### src/logic/pafs_defs.vh
/*
 shared constants of the port alternate-function selector: pin counts,
 pin positions, selection field patterns and reset levels.
 assumes inclusion by bare name from every design file that needs it.
*/
`ifndef PAFS_DEFS_VH
`define PAFS_DEFS_VH

// pin counts handled by the selector
`define PAFS_P0_WIDTH 8
`define PAFS_P1_WIDTH 5

// port 0 pin positions
`define PAFS_P0_EXTERNAL_INTERRUPT_1 0
`define PAFS_P0_SEG19 1
`define PAFS_P0_CAL1 2
`define PAFS_P0_CAL2 3
`define PAFS_P0_MOSI 4
`define PAFS_P0_MISO 5
`define PAFS_P0_SCLK 6
`define PAFS_P0_SS 7

// port 1 pin positions
`define PAFS_P1_RXD 0
`define PAFS_P1_TXD 1
`define PAFS_P1_SEG25 2
`define PAFS_P1_SEG24 3
`define PAFS_P1_SEG23 4

// interrupt pin program field patterns (X01 and 11X)
`define PAFS_INTPRG_WIDTH 3
`define PAFS_BATT_MASK 3'h3
`define PAFS_BATT_VALUE 3'h1
`define PAFS_WAKE_MASK 3'h6
`define PAFS_WAKE_VALUE 3'h6

// receive pin program field value for edge wake-up
`define PAFS_RXPRG_WIDTH 2
`define PAFS_RXPRG_WAKE 2'h3

// levels after reset
`define PAFS_IDLE_LEVEL 1'b1
`define PAFS_PIN_OUT_RESET 1'b0
`define PAFS_PIN_OE_RESET 1'b0
`define PAFS_CLAIM_RESET 1'b0

`endif

### src/logic/pafs_txd_claim.v
/*
 sticky flag that hands the transmit pin to the first uart once software
 has written its transmit buffer.
 assumes the write strobe is a one-cycle pulse synchronous to clk_i.
*/
`timescale 1ns/1ns
`include "pafs_defs.vh"

module pafs_txd_claim (
   // clock and reset
   input wire clk_i,
   input wire arst_n_i,
   // transmit buffer write strobe
   input wire buffer_write_i,
   // pin claimed by the uart
   output reg claim_o
);

   reg claim_next;

   always @* begin
      claim_next = claim_o | buffer_write_i;
   end

   always @(posedge clk_i or negedge arst_n_i) begin
      if (!arst_n_i) begin
         claim_o <= `PAFS_CLAIM_RESET;
      end else begin
         claim_o <= claim_next;
      end
   end

endmodule // pafs_txd_claim

### src/logic/pafs_pad_cell.v
/*
 registered output stage for a group of pins: picks the alternate drive
 or the port latch drive and samples the pin level for the port read.
 assumes pin inputs synchronous to clk_i.
*/
`timescale 1ns/1ns
`include "pafs_defs.vh"

module pafs_pad_cell #(
   parameter W = 8
) (
   // clock and reset
   input wire clk_i,
   input wire arst_n_i,
   // selection and alternate drive
   input wire [W-1:0] alt_sel_i,
   input wire [W-1:0] alt_out_i,
   input wire [W-1:0] alt_oe_i,
   // port latch and pin
   input wire [W-1:0] latch_i,
   input wire [W-1:0] pin_i,
   // pin drive and read-back
   output reg [W-1:0] pin_o,
   output reg [W-1:0] pin_oe_o,
   output reg [W-1:0] read_o
);

   reg [W-1:0] pin_out_next;
   reg [W-1:0] pin_oe_next;
   integer k;

   always @* begin
      pin_out_next = {W{`PAFS_PIN_OUT_RESET}};
      pin_oe_next = {W{`PAFS_PIN_OE_RESET}};
      for (k = 0; k < W; k = k + 1) begin
         if (alt_sel_i[k]) begin
            // a cleared latch pulls the pin low over the alternate drive
            pin_out_next[k] = alt_out_i[k] & latch_i[k];
            pin_oe_next[k] = alt_oe_i[k] | ~latch_i[k];
         end else begin
            // quasi-bidirectional general purpose pin
            pin_out_next[k] = 1'b0;
            pin_oe_next[k] = ~latch_i[k];
         end
      end
   end

   always @(posedge clk_i or negedge arst_n_i) begin
      if (!arst_n_i) begin
         pin_o <= {W{`PAFS_PIN_OUT_RESET}};
         pin_oe_o <= {W{`PAFS_PIN_OE_RESET}};
         read_o <= {W{`PAFS_IDLE_LEVEL}};
      end else begin
         pin_o <= pin_out_next;
         pin_oe_o <= pin_oe_next;
         read_o <= pin_i;
      end
   end

endmodule // pafs_pad_cell

### src/logic/pafs_port_alt_mux.v
/*
 alternate-function selector for port 0 pins 0..7 and port 1 pins 0..4.
 routes each pin to a peripheral function or leaves it as port i/o.
 assumes the enable bits come from peripheral registers elsewhere, all
 inputs synchronous to clk_i, and pins resolved outside from out/oe.
*/
`timescale 1ns/1ns
`include "pafs_defs.vh"

module pafs_port_alt_mux #(
   parameter P0_W = `PAFS_P0_WIDTH,
   parameter P1_W = `PAFS_P1_WIDTH
) (
   // clock and reset
   input wire clk_i,
   input wire arst_n_i,
   // port 0 enable bits
   input wire [`PAFS_INTPRG_WIDTH-1:0] interrupt_pin_program_field_i,
   input wire interrupt_1_enable_bit_i,
   input wire segment_19_enable_i,
   input wire calibration_pulse_1_disable_i,
   input wire calibration_pulse_2_disable_i,
   input wire serial_port_select_bit_i,
   input wire spi_enable_bit_i,
   input wire i2c_enable_bit_i,
   input wire zero_cross_2_enable_i,
   input wire timer_0_counter_select_i,
   input wire spi_slave_select_enable_i,
   input wire spi_master_select_bit_i,
   input wire timer_1_counter_select_i,
   input wire second_uart_receive_enable_i,
   input wire [`PAFS_RXPRG_WIDTH-1:0] receive_pin_program_field_i,
   // port 1 enable bits
   input wire first_uart_receive_enable_i,
   input wire first_uart_transmit_buffer_write_i,
   input wire segment_25_enable_i,
   input wire segment_24_enable_i,
   input wire segment_23_enable_i,
   input wire zero_cross_1_enable_i,
   input wire timer_2_external_enable_i,
   input wire timer_2_counter_select_i,
   // peripheral drive toward the pins
   input wire segment_19_drive_i,
   input wire calibration_pulse_1_i,
   input wire calibration_pulse_2_i,
   input wire spi_mosi_out_i,
   input wire spi_miso_out_i,
   input wire spi_sclk_out_i,
   input wire spi_slave_select_out_i,
   input wire i2c_sda_out_i,
   input wire i2c_scl_out_i,
   input wire zero_cross_2_i,
   input wire first_uart_txd_i,
   input wire segment_25_drive_i,
   input wire segment_24_drive_i,
   input wire segment_23_drive_i,
   input wire zero_cross_1_i,
   // port latches
   input wire [P0_W-1:0] port0_latch_i,
   input wire [P1_W-1:0] port1_latch_i,
   // pins
   input wire [P0_W-1:0] port0_pin_i,
   output wire [P0_W-1:0] port0_pin_o,
   output wire [P0_W-1:0] port0_pin_oe_o,
   input wire [P1_W-1:0] port1_pin_i,
   output wire [P1_W-1:0] port1_pin_o,
   output wire [P1_W-1:0] port1_pin_oe_o,
   // port read-back
   output wire [P0_W-1:0] port0_read_o,
   output wire [P1_W-1:0] port1_read_o,
   // pin levels toward the peripherals
   output reg battery_control_input_o,
   output reg external_interrupt_1_o,
   output reg external_interrupt_1_wake_o,
   output reg spi_mosi_in_o,
   output reg spi_miso_in_o,
   output reg spi_sclk_in_o,
   output reg spi_slave_select_in_o,
   output reg i2c_sda_in_o,
   output reg i2c_scl_in_o,
   output reg timer_0_count_input_o,
   output reg timer_1_count_input_o,
   output reg second_uart_receive_input_o,
   output reg second_uart_wake_o,
   output reg first_uart_receive_input_o,
   output reg timer_2_external_control_o,
   output reg timer_2_count_input_o,
   // transmit pin ownership
   output wire first_uart_txd_claim_o
);

   // pattern match on a masked field
   function field_match;
      input [`PAFS_INTPRG_WIDTH-1:0] field;
      input [`PAFS_INTPRG_WIDTH-1:0] mask;
      input [`PAFS_INTPRG_WIDTH-1:0] value;
      begin
         field_match = ((field & mask) == value);
      end
   endfunction

   // function enables
   wire batt_on;
   wire external_interrupt_1_on;
   wire external_interrupt_1_wake_on;
   wire spi_on;
   wire i2c_on;
   wire sclk_spi_on;
   wire sclk_i2c_on;
   wire ss_out_on;
   wire ss_in_on;
   wire second_uart_receive_input_wake_on;
   wire txd_claim;

   // alternate drive vectors
   reg [P0_W-1:0] p0_sel;
   reg [P0_W-1:0] p0_out;
   reg [P0_W-1:0] p0_oe;
   reg [P1_W-1:0] p1_sel;
   reg [P1_W-1:0] p1_out;
   reg [P1_W-1:0] p1_oe;

   // previous pin levels for wake-up edges
   reg external_interrupt_1_prev_reg;
   reg second_uart_receive_input_prev_reg;

   assign batt_on = field_match(interrupt_pin_program_field_i,
      `PAFS_BATT_MASK, `PAFS_BATT_VALUE);
   assign external_interrupt_1_on = interrupt_1_enable_bit_i;
   assign external_interrupt_1_wake_on = field_match(interrupt_pin_program_field_i,
      `PAFS_WAKE_MASK, `PAFS_WAKE_VALUE);
   assign spi_on = serial_port_select_bit_i & spi_enable_bit_i;
   assign i2c_on = ~serial_port_select_bit_i & i2c_enable_bit_i;
   // spi takes the clock unless only i2c is routed to the serial pins
   assign sclk_spi_on = spi_enable_bit_i & (serial_port_select_bit_i | ~i2c_enable_bit_i);
   assign sclk_i2c_on = i2c_enable_bit_i & ~sclk_spi_on;
   assign ss_out_on = spi_master_select_bit_i;
   assign ss_in_on = spi_slave_select_enable_i & ~spi_master_select_bit_i;
   assign second_uart_receive_input_wake_on = (receive_pin_program_field_i == `PAFS_RXPRG_WAKE);

   // port 0 alternate selection
   always @* begin
      p0_sel = {P0_W{1'b0}};
      p0_out = {P0_W{1'b0}};
      p0_oe = {P0_W{1'b0}};
      // input-only functions on p0.0
      p0_sel[`PAFS_P0_EXTERNAL_INTERRUPT_1] = batt_on | external_interrupt_1_on | external_interrupt_1_wake_on;
      if (segment_19_enable_i) begin
         p0_sel[`PAFS_P0_SEG19] = 1'b1;
         p0_out[`PAFS_P0_SEG19] = segment_19_drive_i;
         p0_oe[`PAFS_P0_SEG19] = 1'b1;
      end
      if (!calibration_pulse_1_disable_i) begin
         p0_sel[`PAFS_P0_CAL1] = 1'b1;
         p0_out[`PAFS_P0_CAL1] = calibration_pulse_1_i;
         p0_oe[`PAFS_P0_CAL1] = 1'b1;
      end
      if (!calibration_pulse_2_disable_i) begin
         p0_sel[`PAFS_P0_CAL2] = 1'b1;
         p0_out[`PAFS_P0_CAL2] = calibration_pulse_2_i;
         p0_oe[`PAFS_P0_CAL2] = 1'b1;
      end
      if (spi_on) begin
         p0_sel[`PAFS_P0_MOSI] = 1'b1;
         p0_out[`PAFS_P0_MOSI] = spi_mosi_out_i;
         p0_oe[`PAFS_P0_MOSI] = spi_master_select_bit_i;
      end else if (i2c_on) begin
         // open drain: only a low level is driven
         p0_sel[`PAFS_P0_MOSI] = 1'b1;
         p0_oe[`PAFS_P0_MOSI] = ~i2c_sda_out_i;
      end
      if (spi_on) begin
         p0_sel[`PAFS_P0_MISO] = 1'b1;
         p0_out[`PAFS_P0_MISO] = spi_miso_out_i;
         p0_oe[`PAFS_P0_MISO] = ~spi_master_select_bit_i;
      end else if (zero_cross_2_enable_i) begin
         p0_sel[`PAFS_P0_MISO] = 1'b1;
         p0_out[`PAFS_P0_MISO] = zero_cross_2_i;
         p0_oe[`PAFS_P0_MISO] = 1'b1;
      end
      if (sclk_spi_on) begin
         p0_sel[`PAFS_P0_SCLK] = 1'b1;
         p0_out[`PAFS_P0_SCLK] = spi_sclk_out_i;
         p0_oe[`PAFS_P0_SCLK] = spi_master_select_bit_i;
      end else if (sclk_i2c_on) begin
         p0_sel[`PAFS_P0_SCLK] = 1'b1;
         p0_oe[`PAFS_P0_SCLK] = ~i2c_scl_out_i;
      end else if (timer_0_counter_select_i) begin
         p0_sel[`PAFS_P0_SCLK] = 1'b1;
      end
      if (ss_out_on) begin
         p0_sel[`PAFS_P0_SS] = 1'b1;
         p0_out[`PAFS_P0_SS] = spi_slave_select_out_i;
         p0_oe[`PAFS_P0_SS] = 1'b1;
      end else begin
         p0_sel[`PAFS_P0_SS] = ss_in_on | timer_1_counter_select_i
            | second_uart_receive_enable_i | second_uart_receive_input_wake_on;
      end
   end

   // port 1 alternate selection
   always @* begin
      p1_sel = {P1_W{1'b0}};
      p1_out = {P1_W{1'b0}};
      p1_oe = {P1_W{1'b0}};
      p1_sel[`PAFS_P1_RXD] = first_uart_receive_enable_i;
      if (txd_claim) begin
         p1_sel[`PAFS_P1_TXD] = 1'b1;
         p1_out[`PAFS_P1_TXD] = first_uart_txd_i;
         p1_oe[`PAFS_P1_TXD] = 1'b1;
      end
      if (segment_25_enable_i) begin
         p1_sel[`PAFS_P1_SEG25] = 1'b1;
         p1_out[`PAFS_P1_SEG25] = segment_25_drive_i;
         p1_oe[`PAFS_P1_SEG25] = 1'b1;
      end else if (zero_cross_1_enable_i) begin
         p1_sel[`PAFS_P1_SEG25] = 1'b1;
         p1_out[`PAFS_P1_SEG25] = zero_cross_1_i;
         p1_oe[`PAFS_P1_SEG25] = 1'b1;
      end
      if (segment_24_enable_i) begin
         p1_sel[`PAFS_P1_SEG24] = 1'b1;
         p1_out[`PAFS_P1_SEG24] = segment_24_drive_i;
         p1_oe[`PAFS_P1_SEG24] = 1'b1;
      end else begin
         p1_sel[`PAFS_P1_SEG24] = timer_2_external_enable_i;
      end
      if (segment_23_enable_i) begin
         p1_sel[`PAFS_P1_SEG23] = 1'b1;
         p1_out[`PAFS_P1_SEG23] = segment_23_drive_i;
         p1_oe[`PAFS_P1_SEG23] = 1'b1;
      end else begin
         p1_sel[`PAFS_P1_SEG23] = timer_2_counter_select_i;
      end
   end

   // pin levels toward the peripherals, idle high when not routed; wake pulses idle low
   always @(posedge clk_i or negedge arst_n_i) begin
      if (!arst_n_i) begin
         battery_control_input_o <= `PAFS_IDLE_LEVEL;
         external_interrupt_1_o <= `PAFS_IDLE_LEVEL;
         external_interrupt_1_wake_o <= 1'b0;
         spi_mosi_in_o <= `PAFS_IDLE_LEVEL;
         spi_miso_in_o <= `PAFS_IDLE_LEVEL;
         spi_sclk_in_o <= `PAFS_IDLE_LEVEL;
         spi_slave_select_in_o <= `PAFS_IDLE_LEVEL;
         i2c_sda_in_o <= `PAFS_IDLE_LEVEL;
         i2c_scl_in_o <= `PAFS_IDLE_LEVEL;
         timer_0_count_input_o <= `PAFS_IDLE_LEVEL;
         timer_1_count_input_o <= `PAFS_IDLE_LEVEL;
         second_uart_receive_input_o <= `PAFS_IDLE_LEVEL;
         second_uart_wake_o <= 1'b0;
         first_uart_receive_input_o <= `PAFS_IDLE_LEVEL;
         timer_2_external_control_o <= `PAFS_IDLE_LEVEL;
         timer_2_count_input_o <= `PAFS_IDLE_LEVEL;
         external_interrupt_1_prev_reg <= `PAFS_IDLE_LEVEL;
         second_uart_receive_input_prev_reg <= `PAFS_IDLE_LEVEL;
      end else begin
         battery_control_input_o <= batt_on ? port0_pin_i[`PAFS_P0_EXTERNAL_INTERRUPT_1] : 1'b1;
         external_interrupt_1_o <= external_interrupt_1_on ? port0_pin_i[`PAFS_P0_EXTERNAL_INTERRUPT_1] : 1'b1;
         // falling edge on the interrupt pin
         external_interrupt_1_wake_o <= external_interrupt_1_wake_on & external_interrupt_1_prev_reg & ~port0_pin_i[`PAFS_P0_EXTERNAL_INTERRUPT_1];
         spi_mosi_in_o <= spi_on ? port0_pin_i[`PAFS_P0_MOSI] : 1'b1;
         spi_miso_in_o <= spi_on ? port0_pin_i[`PAFS_P0_MISO] : 1'b1;
         spi_sclk_in_o <= sclk_spi_on ? port0_pin_i[`PAFS_P0_SCLK] : 1'b1;
         spi_slave_select_in_o <= ss_in_on ? port0_pin_i[`PAFS_P0_SS] : 1'b1;
         i2c_sda_in_o <= i2c_on ? port0_pin_i[`PAFS_P0_MOSI] : 1'b1;
         i2c_scl_in_o <= sclk_i2c_on ? port0_pin_i[`PAFS_P0_SCLK] : 1'b1;
         timer_0_count_input_o <= timer_0_counter_select_i ?
            port0_pin_i[`PAFS_P0_SCLK] : 1'b1;
         timer_1_count_input_o <= timer_1_counter_select_i ?
            port0_pin_i[`PAFS_P0_SS] : 1'b1;
         second_uart_receive_input_o <= second_uart_receive_enable_i ?
            port0_pin_i[`PAFS_P0_SS] : 1'b1;
         // either edge on the second uart receive pin
         second_uart_wake_o <= second_uart_receive_input_wake_on & (second_uart_receive_input_prev_reg ^ port0_pin_i[`PAFS_P0_SS]);
         first_uart_receive_input_o <= first_uart_receive_enable_i ?
            port1_pin_i[`PAFS_P1_RXD] : 1'b1;
         timer_2_external_control_o <= timer_2_external_enable_i ?
            port1_pin_i[`PAFS_P1_SEG24] : 1'b1;
         timer_2_count_input_o <= timer_2_counter_select_i ?
            port1_pin_i[`PAFS_P1_SEG23] : 1'b1;
         external_interrupt_1_prev_reg <= port0_pin_i[`PAFS_P0_EXTERNAL_INTERRUPT_1];
         second_uart_receive_input_prev_reg <= port0_pin_i[`PAFS_P0_SS];
      end
   end

   // transmit pin ownership
   pafs_txd_claim u_txd_claim (
      .clk_i(clk_i),
      .arst_n_i(arst_n_i),
      .buffer_write_i(first_uart_transmit_buffer_write_i),
      .claim_o(txd_claim)
   );

   assign first_uart_txd_claim_o = txd_claim;

   // port 0 output stage
   pafs_pad_cell #(
      .W(P0_W)
   ) u_port0_pads (
      .clk_i(clk_i),
      .arst_n_i(arst_n_i),
      .alt_sel_i(p0_sel),
      .alt_out_i(p0_out),
      .alt_oe_i(p0_oe),
      .latch_i(port0_latch_i),
      .pin_i(port0_pin_i),
      .pin_o(port0_pin_o),
      .pin_oe_o(port0_pin_oe_o),
      .read_o(port0_read_o)
   );

   // port 1 output stage
   pafs_pad_cell #(
      .W(P1_W)
   ) u_port1_pads (
      .clk_i(clk_i),
      .arst_n_i(arst_n_i),
      .alt_sel_i(p1_sel),
      .alt_out_i(p1_out),
      .alt_oe_i(p1_oe),
      .latch_i(port1_latch_i),
      .pin_i(port1_pin_i),
      .pin_o(port1_pin_o),
      .pin_oe_o(port1_pin_oe_o),
      .read_o(port1_read_o)
   );

endmodule // pafs_port_alt_mux

### config.mk
export PLATFORM = sky130hd
export DESIGN_NAME = pafs_port_alt_mux
export DESIGN_NICKNAME = d
export VERILOG_FILES = /design/src/logic/pafs_txd_claim.v /design/src/logic/pafs_pad_cell.v /design/src/logic/pafs_port_alt_mux.v
export VERILOG_INCLUDE_DIRS = /design/src /design/src/logic
export SDC_FILE = /design/constraint.sdc
export NUM_CORES = 1
export LEC_CHECK = 0
export BUFFER_PORTS_ARGS = -buffer_cell sky130_fd_sc_hd__buf_2
export CAP_MARGIN = 30
export CORE_MARGIN = 8
export CORE_UTILIZATION = 43
export CTS_CLUSTER_SIZE = 14
export DETAILED_ROUTE_END_ITERATION = 12
export PLACE_DENSITY_LB_ADDON = 0.12
export SLEW_MARGIN = 20
export SYNTH_ARGS = -nofsm -noshare
export SYNTH_HDL_FRONTEND = slang
export SYNTH_SLANG_ARGS = --single-unit
### constraint.sdc
create_clock -name clk_i -period 2 [get_ports clk_i]
set_input_delay 0.5 -clock clk_i [delete_from_list [all_inputs] [get_ports clk_i]]
set_output_delay 0.5 -clock clk_i [all_outputs]
set_load 0.02 [all_outputs]
==> results of run 1 <==
-- kinds of logic (layout without fill, tap and decap cells) --
group,count (synthesis),after routing
flip-flops,54,54
AND/OR/NAND/NOR,51,51
buffers and inverters,7,134
AO/OA/AOI/OAI,5,5
other,1,2
XOR/XNOR,1,1
-- cell type report --
cell class	instances	area [sq um]	share of cell area, %
timing repair buffer	123	631	25.0
clock inverter	3	40.0	1.58
multi-input combinational	59	329	13.0
inverter	3	11.3	0.446
tap	50	62.6	2.48
sequential	54	1390	54.8
clock buffer	5	68.8	2.72
-- worst max-delay path by stage --
| stage | start | end | slack [ns] | depth (start not counted) |
|---|---|---|---|---|
| global placement | second_uart_receive_input_prev_reg$_DFF_PN1_ | port0_read_o[7] | 0.83 | 1 |
| global route | second_uart_receive_input_prev_reg$_DFF_PN1_ | port0_read_o[7] | 0.47 | 1 |
| finish | second_uart_receive_input_prev_reg$_DFF_PN1_ | port0_read_o[7] | 0.51 | 1 |
| detailed placement | second_uart_receive_input_prev_reg$_DFF_PN1_ | port0_read_o[7] | 0.83 | 1 |
| CTS | second_uart_receive_input_prev_reg$_DFF_PN1_ | port0_read_o[7] | 0.49 | 1 |
| floorplan | second_uart_receive_input_prev_reg$_DFF_PN1_ | port0_read_o[7] | 0.86 | 1 |
-- routing by layer --
metal / vias to the layer above / share of wire, %
met5: - / 0
met3: 5 / 12
li1: 620 / -
met4: 0 / 1.0
met1: 582 / 33
met2: 61 / 54
-- through the flow --
stage | hold slack (ns) | worst slack, ns
2_1_floorplan | 0.204 | 0.859
6_report | 0.180 | 0.511
3_3_place_gp | 0.500 | 0.832
3_5_place_dp | 0.512 | 0.825
5_1_grt | 0.195 | 0.466
4_1_cts | 0.190 | 0.493
-- power groups by stage --
stage	Sequential [mW]	Clock (mW)	Combinational, mW
after floorplan	1.26	0	0.0481
after global placement	1.19	0	0.267
after detailed placement	1.19	0	0.271
after CTS	1.17	0.715	0.272
after global routing	1.18	0.755	0.291
final	1.17	0.680	0.265
-- Yosys cell counts, drive strengths merged --
master	number
a21boi	1
nand2b	12
o211ai	1
nor2	7
inv	3
buf	4
and2	1
xor2	1
o221ai	2
and4b	1
or2	6
dfrtp	27
o21ai	1
nand3	2
conb	1
and3	6
nand2	16
dfstp	27
==> results.txt, run 1 <==
GR Util met3: 5.86%
Largest delay share family, worst path: flip-flops
Final instance area: 0.00253 sq mm
Largest family of logic cells by synthesized area: simple AND/OR/NAND/NOR gates
GR Layer Usage met1: 13.3%
Clk root buf: clkbuf_8
Cell Pwr Density: 838 mW/mm^2
CP required: 1.50 ns
Synth unique cells: 21
Synth Area in Compound Gates: 2.14%
Reg2reg start: second_uart_receive_input_prev_reg$_DFF_PN1_
Crit path launch type: register
Initial antenna violation count: 0
GRT busiest layer: met2
Placed inst area: 0.00242 sq mm
PnR Total Power: 2.12 mW
Final Setup Violations: 0
Post-Synth Adder-Cell Area: 0%
Max rail drop VDD: 0.452 mV
Leak: 1.31 nW
DP HPWL: 3510 um
Hold_buf cts: 0
Fin Clk Skew: 0.00452 ns
H-tree Lvls: 2
Die Wd: 79.8 um
Synthesized area: 0.00175 sq mm
CP Capture Type: output port
Vias: 1,268
Status: completed
Fin. max-slew vios: 0
Met2 usage: 23.6%
# rows: 23
Worst Path Arrival: 0.99 ns
Vias in the first global route: 1,365
Drt first-iter violations: 29
Fin. Hold Viols: 0
Total Routing Usage GR: 13.3%
Max incr delay on CP: 0.54 ns
Mux cell area share after synthesis: 0%
Slowest library cell on the worst path: dfstp_2
Synth top area share: 40.5%
R2r setup slk: 1.12 ns
Sw Share: 22.7%
Insertion delay to the later sink of the worst-skew pair: 0.29 ns
Post-DR wirelength/cell: 14.2 um
Internal Power: 1.64 mW
Commonest cells after routing, fill and taps aside: 122 x buf_2, 27 x dfstp_2, 27 x dfrtp_1
Die area: 0.00637 sq mm
Gate Count Post-Synth: 119
Post-route antenna net violation count: 0
RSZ-0062 raised after global routing: false
Largest regs: u_port0_pads.pin_oe_o: 8 flops, u_port0_pads.pin_o: 7 flops, u_port0_pads.read_o: 7 flops
XOR/XNOR Fraction of Synth Area: 0.500%
Final core utilization: 63.6%
CTS tree: done
First-pass detailed-route iteration total: 4
Starting density of the core: 44.1%
Filler cells: 351
Yosys reg bits: 54
NetSw: 480 uW
Minimum clock period: 1.49 ns
Max Fclk: 672 MHz
Crit Path Max Fanout: 2
Largest net degree at the start of global routing: 55
R2R cell count: 2
WP buf/inv: 1
Reg2Reg Capture Point: second_uart_wake_o$_DFF_PN0_
Top cells by area, synth: dfstp_2 41%, dfrtp_1 39%, nand2b_1 3.9%, nand2_1 3.0%, and3_1 2.1%
Nets: 315
Commonest non-fill, non-tap cell in the layout: buf_2
Io pins: 125
Drt via density: 4.27
Grt total ovfl: 0
Critical-path cell list: buf_2
Layout Cells excl Fill: 297
Max Cap Viol: 0
Number of flip-flops in the largest register: 8
IO Port Bufs: 122
Setup CP Type: register to output port
# resized after CTS: 0
Syn. warnings: 0
Period utilization: 74.4%
Synth area leader: dfstp_2
Setup TNS: 0 ns
Max Root-Sink Buffers: 2
Hold Crit Class: input pin to asynchronous set/reset pin
Area Growth Syn to Fin: 44.3%
Logic pwr share: 12.5%
Layout cells sized above 1: 66.8%
Placed cells: 289
Sequential group share of total power: 55.4%
Ant. Diodes: 0
Routed wire length: 4220 um
Placer Congestion: 0.750
Global-route wire length before repair: 6530 um
Clock transition at path regs: 0.09 ns
Syn_area_per_cell: 14.7 sq um
Setup bufs post-CTS: 0
Post-route DRC: 0
Clk pwr share: 32.1%
Sequential area share after synthesis: 79.1%
Largest reg by FF count: u_port0_pads.pin_oe_o
TritonCTS Buffers: 5
Die height: 79.8 um
Synth Area in Simple Gates: 15.7%
Core Region: 0.00397 sq mm
CTS sink cnt: 54
No activity file was read; power rests on OpenSTA's default activity.
==> inputs of run 2 (changes only) <==
- CORE_UTILIZATION: 43 -> 40
- clock period: 2 -> 1.5 ns (I/O delays scaled with it)
==> results.txt, run 2 (synthesis gave the netlist of run 1 again) <==
Io pins: 125
Post-DR wirelength/cell: 14.2 um
Insertion delay to the later sink of the worst-skew pair: 0.30 ns
Minimum clock period: 1.37 ns
Placed inst area: 0.00242 sq mm
Number of flip-flops in the largest register: 8
R2R cell count: 2
Clock transition at path regs: 0.10 ns
TritonCTS Buffers: 5
Layout cells sized above 1: 66.8%
Vias: 1,279
RSZ-0062 raised after global routing: false
Max Root-Sink Buffers: 2
Status: completed
Post-route DRC: 0
Global-route wire length before repair: 6180 um
Routed wire length: 4250 um
Area Growth Syn to Fin: 43.4%
Core Region: 0.00429 sq mm
Cell Pwr Density: 1080 mW/mm^2
Drt first-iter violations: 30
Placer Congestion: 0.689
Die area: 0.00675 sq mm
Max rail drop VDD: 0.437 mV
WP depth: 1
Slowest library cell on the worst path: dfstp_2
Placed cells: 291
Largest regs: u_port0_pads.pin_oe_o: 8 flops, u_port0_pads.pin_o: 7 flops, u_port0_pads.read_o: 7 flops
Critical path origin: u_port0_pads.read_o[0]$_DFF_PN1_
Crit Path Max Fanout: 2
Fin. Hold Viols: 0
Grt total ovfl: 0
Setup TNS: 0 ns
Period utilization: 91.2%
R2r setup slk: 0.63 ns
Final instance area: 0.00251 sq mm
CTS tree: done
IO Port Bufs: 122
Nets: 315
Crit path launch type: register
WP buf/inv: 1
# resized after CTS: 0
Ant. Diodes: 0
Total Routing Usage GR: 12.2%
Max Cap Viol: 0
Worst Path Arrival: 0.99 ns
Largest net degree at the start of global routing: 55
Post-route antenna net violation count: 0
Hold_buf cts: 0
Drt via density: 4.28
Setup CP Type: register to output port
Reg2Reg Capture Point: second_uart_wake_o$_DFF_PN0_
Filler cells: 383
# rows: 24
Layout Cells excl Fill: 299
Max Fclk: 731 MHz
Fin Clk Skew: 0.00883 ns
Fin. max-slew vios: 0
First-pass detailed-route iteration total: 3
Clk root buf: clkbuf_8
Critical-path cell list: buf_2
Largest delay share family, worst path: flip-flops
Commonest cells after routing, fill and taps aside: 122 x buf_2, 27 x dfstp_2, 27 x dfrtp_1
Final Setup Violations: 0
Die height: 82.2 um
DP HPWL: 3450 um
Vias in the first global route: 1,297
CP Capture Type: output port
Largest reg by FF count: u_port0_pads.pin_oe_o
Starting density of the core: 40.8%
Hold Crit Class: input pin to asynchronous set/reset pin
H-tree Lvls: 2
Reg2reg start: second_uart_receive_input_prev_reg$_DFF_PN1_
Max incr delay on CP: 0.54 ns
Commonest non-fill, non-tap cell in the layout: buf_2
Leak: 1.29 nW
CP required: 1.12 ns
Die Wd: 82.2 um
Initial antenna violation count: 0
Setup bufs post-CTS: 0
CTS sink cnt: 54
Worst setup path endpoint: port0_read_o[0]
[run 2: layer usage]
layer / global-route usage, % / part of all wire [%] / wire length (um)
met1: 14.2 / 38 / 1620
met2: 19.6 / 50 / 2140
met3: 4.33 / 10 / 426
met4: 5.79 / 1.6 / 66
met5: 0 / 0 / 0
[run 2: per-stage QoR]
stage                     total power, mW  util [%]  hold slack (ns)  setup WS [ns]
after floorplan                      1.75         -           0.0794          0.484
after global placement               1.95      56.4            0.389          0.457
final                                2.70      58.5           0.0361          0.132
after CTS                            2.75      58.5           0.0487          0.114
after global routing                 2.84      58.5           0.0381         0.0899
after detailed placement             1.95      56.4            0.389          0.455
[run 2: layout make-up]
class,count,area (sq um),share of cell area (%)
Timing Repair Buffer,123,631,25.1
Inverter,3,11.3,0.448
Clock inverter,3,21.3,0.847
Multi-Input combinational cell,59,329,13.1
Clock buffer,5,68.8,2.74
Tap cell,52,65.1,2.59
Sequential cell,54,1390,55.2
[run 2: how the worst min path moves through the flow]
stage | from | end | slack [ns] | cells past startpoint
6_report | arst_n_i | u_port0_pads.pin_oe_o[0]$_DFF_PN0_ | 0.04 | 2
5_1_grt | arst_n_i | external_interrupt_1_wake_o$_DFF_PN0_ | 0.04 | 2
4_1_cts | arst_n_i | u_port0_pads.pin_oe_o[0]$_DFF_PN0_ | 0.05 | 2
3_5_place_dp | arst_n_i | u_port0_pads.pin_oe_o[0]$_DFF_PN0_ | 0.39 | 2
3_3_place_gp | arst_n_i | u_port0_pads.pin_oe_o[0]$_DFF_PN0_ | 0.39 | 2
2_1_floorplan | arst_n_i | external_interrupt_1_wake_o$_DFF_PN0_ | 0.08 | 0
[run 2: where the power goes]
group          internal (mW)  leakage, nW  switching [mW]  total, mW
registers               1.55        0.603          0.0151       1.56
logic                  0.143        0.647           0.210      0.353
clock network          0.329       0.0441           0.456      0.785
